==> config.mk <==
export PLATFORM = sky130hd
export DESIGN_NAME = rre_exec
export DESIGN_NICKNAME = d
export VERILOG_FILES = /design/src/hw/rre_pkg.sv /design/src/hw/rre_exec.sv
export VERILOG_INCLUDE_DIRS = /design/src /design/src/hw
export SDC_FILE = /design/constraint.sdc
export NUM_CORES = 1
export LEC_CHECK = 0
export BUFFER_PORTS_ARGS = -buffer_cell sky130_fd_sc_hd__buf_2
export CORE_MARGIN = 8
export CORE_UTILIZATION = 35
export CTS_CLUSTER_SIZE = 20
export DETAILED_ROUTE_END_ITERATION = 12
export PLACE_DENSITY_LB_ADDON = 0.08
export SETUP_SLACK_MARGIN = 0.1
export SYNTH_ARGS = -nofsm -noshare
export SYNTH_HDL_FRONTEND = slang
export SYNTH_SLANG_ARGS = --single-unit
==> constraint.sdc <==
create_clock -name clk -period 3.45 [get_ports clk]
set_clock_uncertainty 0.05 [all_clocks]
set_input_delay 0.5175 -clock clk [delete_from_list [all_inputs] [get_ports clk]]
set_output_delay 0.5175 -clock clk [all_outputs]
set_load 0.005 [all_outputs]
==> src/hw/rre_regs.svh <==
`ifndef RRE_REGS_SVH
`define RRE_REGS_SVH

`define RRE_GIE_BIT 3'd7
`define RRE_GIE_RESET 1'b0
`define RRE_CARRY_RESET 1'b0
`define RRE_DEST_ACC 1'b0
`define RRE_DEST_FILE 1'b1
`define RRE_RET_CYCLES 2
`define RRE_ROT_CYCLES 1
`define RRE_FILE_ADDR_MAX 7'h7F

`endif

==> src/hw/rre_pkg.sv <==
package rre_pkg;

    typedef enum logic [2:0] {
        no_op,
        return_from_interrupt_op,
        return_with_literal_op,
        return_subroutine_op,
        rotate_left_carry_op
    } rre_op_t;

    typedef enum logic {
        st_idle,
        st_second
    } rre_state_t;

endpackage : rre_pkg

==> src/hw/rre_exec.sv <==
`include "rre_regs.svh"

module rre_exec #(
    parameter int PC_WIDTH = 13
) (
    input wire logic clk,
    input wire logic reset,
    input wire logic op_valid,
    input rre_pkg::rre_op_t op_code,
    input wire logic [7:0] literal,
    input wire logic [6:0] file_addr,
    input wire logic dest_sel,
    input wire logic [7:0] file_rdata,
    input wire logic [PC_WIDTH-1:0] stack_top,
    input wire logic irq_enable_clear,
    output logic busy,
    output logic stack_pop,
    output logic pc_load,
    output logic [PC_WIDTH-1:0] pc_value,
    output logic acc_load,
    output logic [7:0] acc_value,
    output logic file_we,
    output logic [6:0] file_waddr,
    output logic [7:0] file_wdata,
    output logic carry,
    output logic [7:0] interrupt_control_reg
);

    rre_pkg::rre_state_t state;
    logic accept;
    logic is_return;
    logic is_rotate;
    logic [7:0] rot_result;
    logic global_irq_enable;

    // an opcode presented while the second cycle of a return runs is ignored
    assign accept = op_valid && (state == rre_pkg::st_idle);
    assign is_return = (op_code == rre_pkg::return_from_interrupt_op) ||
                       (op_code == rre_pkg::return_with_literal_op) ||
                       (op_code == rre_pkg::return_subroutine_op);
    assign is_rotate = (op_code == rre_pkg::rotate_left_carry_op);
    assign rot_result = {file_rdata[6:0], carry};

    // returns spend a second cycle while fetch refills behind the new pc
    always_ff @(posedge clk) begin
        if (reset) begin
            state <= rre_pkg::st_idle;
        end else begin
            case (state)
                rre_pkg::st_idle: begin
                    if (accept && is_return) begin
                        state <= rre_pkg::st_second;
                    end
                end
                rre_pkg::st_second: begin
                    state <= rre_pkg::st_idle;
                end
                default: begin
                    state <= rre_pkg::st_idle;
                end
            endcase
        end
    end

    always_ff @(posedge clk) begin
        if (reset) begin
            busy <= 1'b0;
        end else begin
            busy <= accept && is_return;
        end
    end

    always_ff @(posedge clk) begin
        if (reset) begin
            stack_pop <= 1'b0;
            pc_load <= 1'b0;
            pc_value <= '0;
        end else begin
            stack_pop <= accept && is_return;
            pc_load <= accept && is_return;
            if (accept && is_return) begin
                pc_value <= stack_top;
            end
        end
    end

    always_ff @(posedge clk) begin
        if (reset) begin
            acc_load <= 1'b0;
            acc_value <= 8'h00;
        end else begin
            acc_load <= 1'b0;
            if (accept && op_code == rre_pkg::return_with_literal_op) begin
                acc_load <= 1'b1;
                acc_value <= literal;
            end else if (accept && is_rotate && dest_sel == `RRE_DEST_ACC) begin
                acc_load <= 1'b1;
                acc_value <= rot_result;
            end
        end
    end

    always_ff @(posedge clk) begin
        if (reset) begin
            file_we <= 1'b0;
            file_waddr <= 7'h00;
            file_wdata <= 8'h00;
        end else begin
            file_we <= accept && is_rotate && (dest_sel == `RRE_DEST_FILE);
            if (accept && is_rotate) begin
                file_waddr <= file_addr;
                file_wdata <= rot_result;
            end
        end
    end

    // carry is the only flag this block owns; returns never touch it
    always_ff @(posedge clk) begin
        if (reset) begin
            carry <= `RRE_CARRY_RESET;
        end else if (accept && is_rotate) begin
            carry <= file_rdata[7];
        end
    end

    // set wins over the interrupt-entry clear arriving in the same cycle
    always_ff @(posedge clk) begin
        if (reset) begin
            global_irq_enable <= `RRE_GIE_RESET;
        end else if (accept && op_code == rre_pkg::return_from_interrupt_op) begin
            global_irq_enable <= 1'b1;
        end else if (irq_enable_clear) begin
            global_irq_enable <= 1'b0;
        end
    end

    always_comb begin
        interrupt_control_reg = 8'h00;
        interrupt_control_reg[`RRE_GIE_BIT] = global_irq_enable;
    end

    property p_ret_pop;
        @(posedge clk) disable iff (reset)
        (accept && is_return) |=> (stack_pop && pc_load && pc_value == $past(stack_top));
    endproperty
    a_ret_pop: assert property (p_ret_pop) else $error("return did not pop stack into pc");

    property p_gie_set;
        @(posedge clk) disable iff (reset)
        (accept && op_code == rre_pkg::return_from_interrupt_op) |=> interrupt_control_reg[7];
    endproperty
    a_gie_set: assert property (p_gie_set) else $error("interrupt enable not set by return");

    property p_ret_two_cycles;
        @(posedge clk) disable iff (reset)
        (accept && op_code == rre_pkg::return_from_interrupt_op) |=> busy ##1 (!busy && !stack_pop);
    endproperty
    a_ret_two_cycles: assert property (p_ret_two_cycles) else $error("interrupt return not two cycles");

    property p_ret_flags_kept;
        @(posedge clk) disable iff (reset)
        (accept && is_return) |=> $stable(carry) ##1 $stable(carry);
    endproperty
    a_ret_flags_kept: assert property (p_ret_flags_kept) else $error("return changed carry");

    property p_literal;
        @(posedge clk) disable iff (reset)
        (accept && op_code == rre_pkg::return_with_literal_op) |=> (acc_load && acc_value == $past(literal));
    endproperty
    a_literal: assert property (p_literal) else $error("literal not loaded into accumulator");

    property p_literal_pc;
        @(posedge clk) disable iff (reset)
        (accept && op_code == rre_pkg::return_with_literal_op) |=> pc_load ##1 (!pc_load && !busy);
    endproperty
    a_literal_pc: assert property (p_literal_pc) else $error("literal return pc or timing wrong");

    property p_subret_no_acc;
        @(posedge clk) disable iff (reset)
        (accept && op_code == rre_pkg::return_subroutine_op) |=> (!acc_load && !file_we && busy);
    endproperty
    a_subret_no_acc: assert property (p_subret_no_acc) else $error("subroutine return wrote data");

    property p_carry_only_rot;
        @(posedge clk) disable iff (reset)
        !(accept && is_rotate) |=> $stable(carry);
    endproperty
    a_carry_only_rot: assert property (p_carry_only_rot) else $error("carry changed without rotate");

    property p_rot_dest;
        @(posedge clk) disable iff (reset)
        (accept && is_rotate) |=> (file_we == $past(dest_sel) && acc_load == !$past(dest_sel));
    endproperty
    a_rot_dest: assert property (p_rot_dest) else $error("rotate wrote wrong destination");

    property p_rot_single;
        @(posedge clk) disable iff (reset)
        (accept && is_rotate) |=> (!busy && !stack_pop && file_waddr == $past(file_addr));
    endproperty
    a_rot_single: assert property (p_rot_single) else $error("rotate not single cycle");

    property p_rot_value;
        @(posedge clk) disable iff (reset)
        (accept && is_rotate) |=> (carry == $past(file_rdata[7]) &&
            (($past(dest_sel) ? file_wdata : acc_value) == {$past(file_rdata[6:0]), $past(carry)}));
    endproperty
    a_rot_value: assert property (p_rot_value) else $error("rotate result or carry wrong");

    // no disable iff here: this one has to look at the edges where reset is high
    property p_reset_clear;
        @(posedge clk)
        reset |=> (!busy && !stack_pop && !pc_load && !acc_load && !file_we && !carry &&
            acc_value == 8'h00 && pc_value == '0 && interrupt_control_reg == 8'h00);
    endproperty
    a_reset_clear: assert property (p_reset_clear) else $error("reset did not clear the block");

    property p_busy_ignore;
        @(posedge clk) disable iff (reset)
        busy |=> (!busy && !stack_pop && !pc_load && !acc_load && !file_we && $stable(carry));
    endproperty
    a_busy_ignore: assert property (p_busy_ignore) else $error("opcode taken in second return cycle");

    property p_gie_clear;
        @(posedge clk) disable iff (reset)
        (irq_enable_clear && !(accept && op_code == rre_pkg::return_from_interrupt_op)) |=>
            !interrupt_control_reg[7];
    endproperty
    a_gie_clear: assert property (p_gie_clear) else $error("interrupt enable not cleared");

    property p_subret_gie_kept;
        @(posedge clk) disable iff (reset)
        (accept && op_code == rre_pkg::return_subroutine_op && !irq_enable_clear) |=>
            $stable(interrupt_control_reg);
    endproperty
    a_subret_gie_kept: assert property (p_subret_gie_kept) else $error("subroutine return moved enable");

endmodule : rre_exec

==> results of run 1 <==
## cell usage after synthesis (3+ instances only)
| cell type | count | area, sq um |
|---|---|---|
| dfxtp_1 | 42 | 841 |
| nand2_1 | 36 | 135 |
| nor2_1 | 23 | 86.3 |
| a21oi_1 | 20 | 100 |
| mux2i_1 | 13 | 130 |
| buf_4 | 12 | 90.1 |
| clkbuf_1 | 5 | 18.8 |
| buf_6 | 3 | 33.8 |
| nor3_1 | 3 | 15.0 |
| nor3b_2 | 3 | 37.5 |
| o22ai_1 | 3 | 18.8 |
## cell families after synthesis
| logic type | Yosys count | synth area share [%] |
|---|---|---|
| compound gates | 34 | 12.0 |
| simple gates | 78 | 21.4 |
| other cells | 1 | 0.218 |
| mux | 13 | 7.55 |
| flops | 42 | 48.8 |
| buf+inv | 23 | 10.0 |
## layer usage
layer / vias up / global-route usage, % / wire, um
met5: - / 0 / 0
met4: 0 / 4.78 / 65
met3: 5 / 6.59 / 523
met2: 65 / 18.8 / 1970
met1: 655 / 15.2 / 2120
li1: 776 / - / -
## sequential cells by signal (all words and copies together), names as in the netlist
| name | count |
|---|---|
| acc_value | 8 |
| pc_load | 1 |
| state | 1 |
| file_waddr | 7 |
| file_wdata | 8 |
| file_we | 1 |
| global_irq_enable | 1 |
| pc_value | 13 |
| carry | 1 |
| acc_load | 1 |
## worst paths after layout
check                   to  slack, ps  cells past startpoint
max          file_wdata[3]       1500                      4
min          file_wdata[6]        400                      2
max reg2reg  file_wdata[3]       1500                      4
min reg2reg  file_wdata[6]        400                      2
## power by group through the flow
stage | Sequential (mW) | Combinational (mW) | Clock (mW)
after detailed placement | 0.519 | 0.103 | 0
after floorplan | 0.520 | 0.0647 | 0
final | 0.507 | 0.102 | 0.323
after CTS | 0.507 | 0.103 | 0.335
after global routing | 0.510 | 0.115 | 0.356
after global placement | 0.519 | 0.103 | 0
## area by class of cell
class	instances	area share, %
tap	67	3.85
multi-input combinational	132	33.6
clock inverter	1	0.230
timing repair buffer	86	19.8
sequential	42	38.6
clock buffer	7	3.96
## worst max-delay path, cell delays in order, from the launching register on
cell	delay (ps)
dfxtp_1	330
nor3b_2	580
and3b_1	670
nand2_1	110
a21oi_1	140
==> results_dict.tcl, run 1 <==
set metrics [dict create \
    status "complete, no violations" \
    p_per_area_nw_per_um2 428 \
    startpoint_type "flop" \
    drive_gt1_share_pct 36.6 \
    multi_input_area_sq_um 732 \
    finalCritPeriodShare_pct 56.5 \
    cts.clk_slew.worst_paths_ps 80 \
    maxCapViolCount 0 \
    grt.overflow.total 0 \
    grt_max_degree 43 \
    vias_per_cell 4.48 \
    end_kind "flop" \
    async_flop_share_pct 0 \
    layout_common_cells "buf_2, dfxtp_1, nand2_1, nor2_1, a21oi_1" \
    cts_hold_buffers 0 \
    cts_root_buffer "clkbuf_8" \
    report.final.slew_viol_count 0 \
    crit_arrival_ps 2120 \
    yosys.cell_types.count 31 \
    period_needed_ps 1950 \
    setup_viol 0 \
    die_h_um 86.2 \
    antenna_found_initial 0 \
    synth_edf_count 0 \
    setup_tns_ps 0 \
    ys.warnings.count 0 \
    ys.flop_type "dfxtp_1" \
    gp_congestion 0.733 \
    p_int_uw 710 \
    hold-worst-slack_ps 403 \
    crit_path_max_fanout 16 \
    rows 25 \
    core_sq_um 4720 \
    r2r_start "state" \
    p_total_uw 932 \
    relSlewSlack_pct 46.7 \
    cts_resized 0 \
    fin_ws_ps 1500 \
    drc 0 \
    clk_latency_ps 290 \
    dp_slack_ps 1190 \
    postSynthAreaPerCell_sq_um 9.02 \
    start_util_pct 36.5 \
    hp-start "file_wdata[6]" \
    final_common_cell "buf_2" \
    p_seq_share_pct 54.4 \
    seqCellArea_sq_um 841 \
    critPathRequiredTime_ps 3620 \
    ir_worst_vdd_uv 215 \
    ant_nets 0 \
    grt_usage_pct 12.7 \
    pin_count 94 \
    cts.sinks 42 \
    firstDrtPassIters 4 \
    dr_total_vias 1501 \
    finalInstanceArea_sq_um 2180 \
    leakage_nw 1.03 \
    dpl.hpwl_mm 3.54 \
    place_area_sq_um 2090 \
    die_area_sq_um 7420 \
    fill_cells 502 \
    power_frac_comb_pct 10.9 \
    drt_iter0_markers 91 \
    postSynthCellCount 191 \
    utilization_pct 46.1 \
    rsz0062_at_grt "no" \
    instances_no_fill 335 \
    grt_pass1_vias 1508 \
    post_cts_buffers 0 \
    swShare_pct 23.8 \
    routedWlPerCell_um 14.0 \
    dp.cells 327 \
    worst_slew_pin_slew_ps 799 \
    switchingPower_uw 222 \
    drt-total-wl_mm 4.68 \
    max_freq_ghz 0.513 \
    synth-seq-cells 42 \
    hp-class "flop to flop" \
    areaGrowthSynthToFinish_pct 26.4 \
    cts_buffers 5 \
    hold_viol 0 \
    nets 311 \
    syn_area_sq_um 1720 \
    clockBufferDepth 2 \
    worst-setup-path-type "flop to flop" \
    pwr-share-clk_pct 34.7 \
    portBuffers 86 \
    ys_seq_area_share_pct 48.8 \
    cts_tree "built" \
    htreeDepth 2 \
    fp.dieW_um 86.2 \
    startpoint "state" \
    diodes 0 \
    grt_pass1_wl_mm 7.49 \
]
Power figures use the tool's default switching activity.
==> run 2: changes to the inputs <==
clock period = 1.8 ns   (was 3.45 ns; I/O delays follow)
==> run 2 against run 1 <==
  * Cell count increased by 1.2%
  * Critical path type unchanged
  * Worst hold slack got worse by 240 ps
  * Non-clock buffer count increased by 5
  * Fmax increased by 28%
  * Via count decreased by 0.47%
  * Highest routed layer unchanged
  * Sequential power increased by 92%
  * Register-to-register slack got worse by 1200 ps
==> results_dict.tcl, run 2 (synthesized netlist as in run 1, its figures left out) <==
set metrics [dict create \
    grt_usage_pct 12.5 \
    drt-total-wl_mm 4.68 \
    setup_viol 0 \
    clk_latency_ps 290 \
    hp-class "input pin to flop" \
    report.final.slew_viol_count 0 \
    ant_nets 0 \
    hold-worst-slack_ps 160 \
    layout_common_cells "buf_2, dfxtp_1, nand2_1, nor2_1, a21oi_1" \
    grt_pass1_vias 1479 \
    htreeDepth 2 \
    fp.dieW_um 86.2 \
    grt.overflow.total 0 \
    antenna_found_initial 0 \
    drive_gt1_share_pct 37.1 \
    worst-setup-path-type "flop to flop" \
    leakage_nw 1.07 \
    rows 25 \
    cp_slowest_cell "nor3b_4" \
    cts.sinks 42 \
    nets 316 \
    vias_per_cell 4.41 \
    max_freq_ghz 0.657 \
    critPathRequiredTime_ps 1930 \
    ir_worst_vdd_uv 328 \
    end_kind "flop" \
    path_cells "nor3b_4 -> nand2_1 -> o2111ai_1 -> a21oi_1" \
    critPathMaxStageDelay_ps 410 \
    largest_register_ffs 13 \
    top_regs "pc_value: 13 flops, acc_value: 8 flops, file_wdata: 8 flops" \
    period_needed_ps 1520 \
    hold_viol 0 \
    crit_arrival_ps 1650 \
    p_per_area_nw_per_um2 779 \
    diodes 0 \
    multi_input_area_sq_um 747 \
    startpoint_type "flop" \
    firstDrtPassIters 4 \
    clockBufferDepth 2 \
    crit_path_max_fanout 10 \
    grt_pass1_wl_mm 7.33 \
    final_common_cell "buf_2" \
    maxCapViolCount 0 \
    drc 0 \
    cts.clk_slew.worst_paths_ps 70 \
    crit_family "simple AND/OR/NAND/NOR gates" \
    setup_tns_ps 0 \
    die_area_sq_um 7420 \
    die_h_um 86.2 \
    top_register "pc_value" \
    p_total_mw 1.75 \
    cp_num_buf_inv 0 \
    gp_congestion 0.747 \
    seqCellArea_sq_um 841 \
    fin_ws_ps 278 \
    cts_buffers 5 \
    grt_max_degree 27 \
    areaGrowthSynthToFinish_pct 30.1 \
    dpl.hpwl_mm 3.60 \
    finalCritPeriodShare_pct 84.6 \
    rsz0062_at_grt "no" \
    drt_iter0_markers 88 \
    routedWlPerCell_um 13.8 \
    fill_cells 491 \
    cts_hold_buffers 0 \
    core_sq_um 4720 \
    start_util_pct 36.5 \
    cts_tree "built" \
    status "complete, no violations" \
    pin_count 94 \
    dr_total_vias 1494 \
    dp_slack_ps 69.9 \
    cts_root_buffer "clkbuf_8" \
    portBuffers 86 \
]
==> run 2: changes by cell type in the layout (fill, tap and decap cells not counted), sizes merged <==
cell,delta
buf,+5
clkinv,-1
==> run 2: cell type report <==
class                   instances  area share, %
flip-flops and latches         42           37.5
multi-input cells             132           33.3
repair buffers                 91           22.0
well taps                      67           3.74
clock buffers                   7           3.41
==> run 2: routing by layer <==
metal | vias to the layer above | part of all wire [%] | track usage (%)
met3 | 5 | 12 | 6.49
li1 | 781 | - | -
met5 | - | 0 | 0
met4 | 0 | 1.0 | 4.30
met1 | 643 | 45 | 14.8
met2 | 65 | 42 | 18.8
==> run 2: power by group <==
group	total [mW]	internal (mW)	switching [mW]
clock network	0.559	0.267	0.292
logic	0.213	0.107	0.106
registers	0.973	0.958	0.0146
==> run 2: worst reg2reg max path, stage by stage, from the launching register on <==
cell       delay, ps
dfxtp_1          340
nor3b_4          410
nand2_1          270
o2111ai_1        250
a21oi_1           90
==> run 2: stage by stage <==
| stage | util (%) | area, sq um | cells |
|---|---|---|---|
| 2_1_floorplan | - | 1750 | 197 |
| 3_3_place_gp | 45.5 | 2150 | 332 |
| 3_5_place_dp | 45.5 | 2150 | 332 |
| 4_1_cts | 47.1 | 2230 | 339 |
| 5_1_grt | 47.4 | 2240 | 339 |
| 6_report | 47.4 | 2240 | 339 |
==> run 2: timing repair <==
item,4_1_cts,5_1_grt
endpoints found under the setup margin,0,20
buffers inserted,0,0
gates resized for setup,0,2
==> run 2: worst paths after layout <==
path / cells past startpoint / start / slack (ps) / end
worst max-delay path: 4 / state / 280 / acc_value[7]
worst min-delay path: 3 / file_addr[0] / 160 / file_waddr[0]
worst max register to register: 4 / state / 280 / acc_value[7]
worst min register to register: 2 / file_wdata[7] / 410 / file_wdata[7]
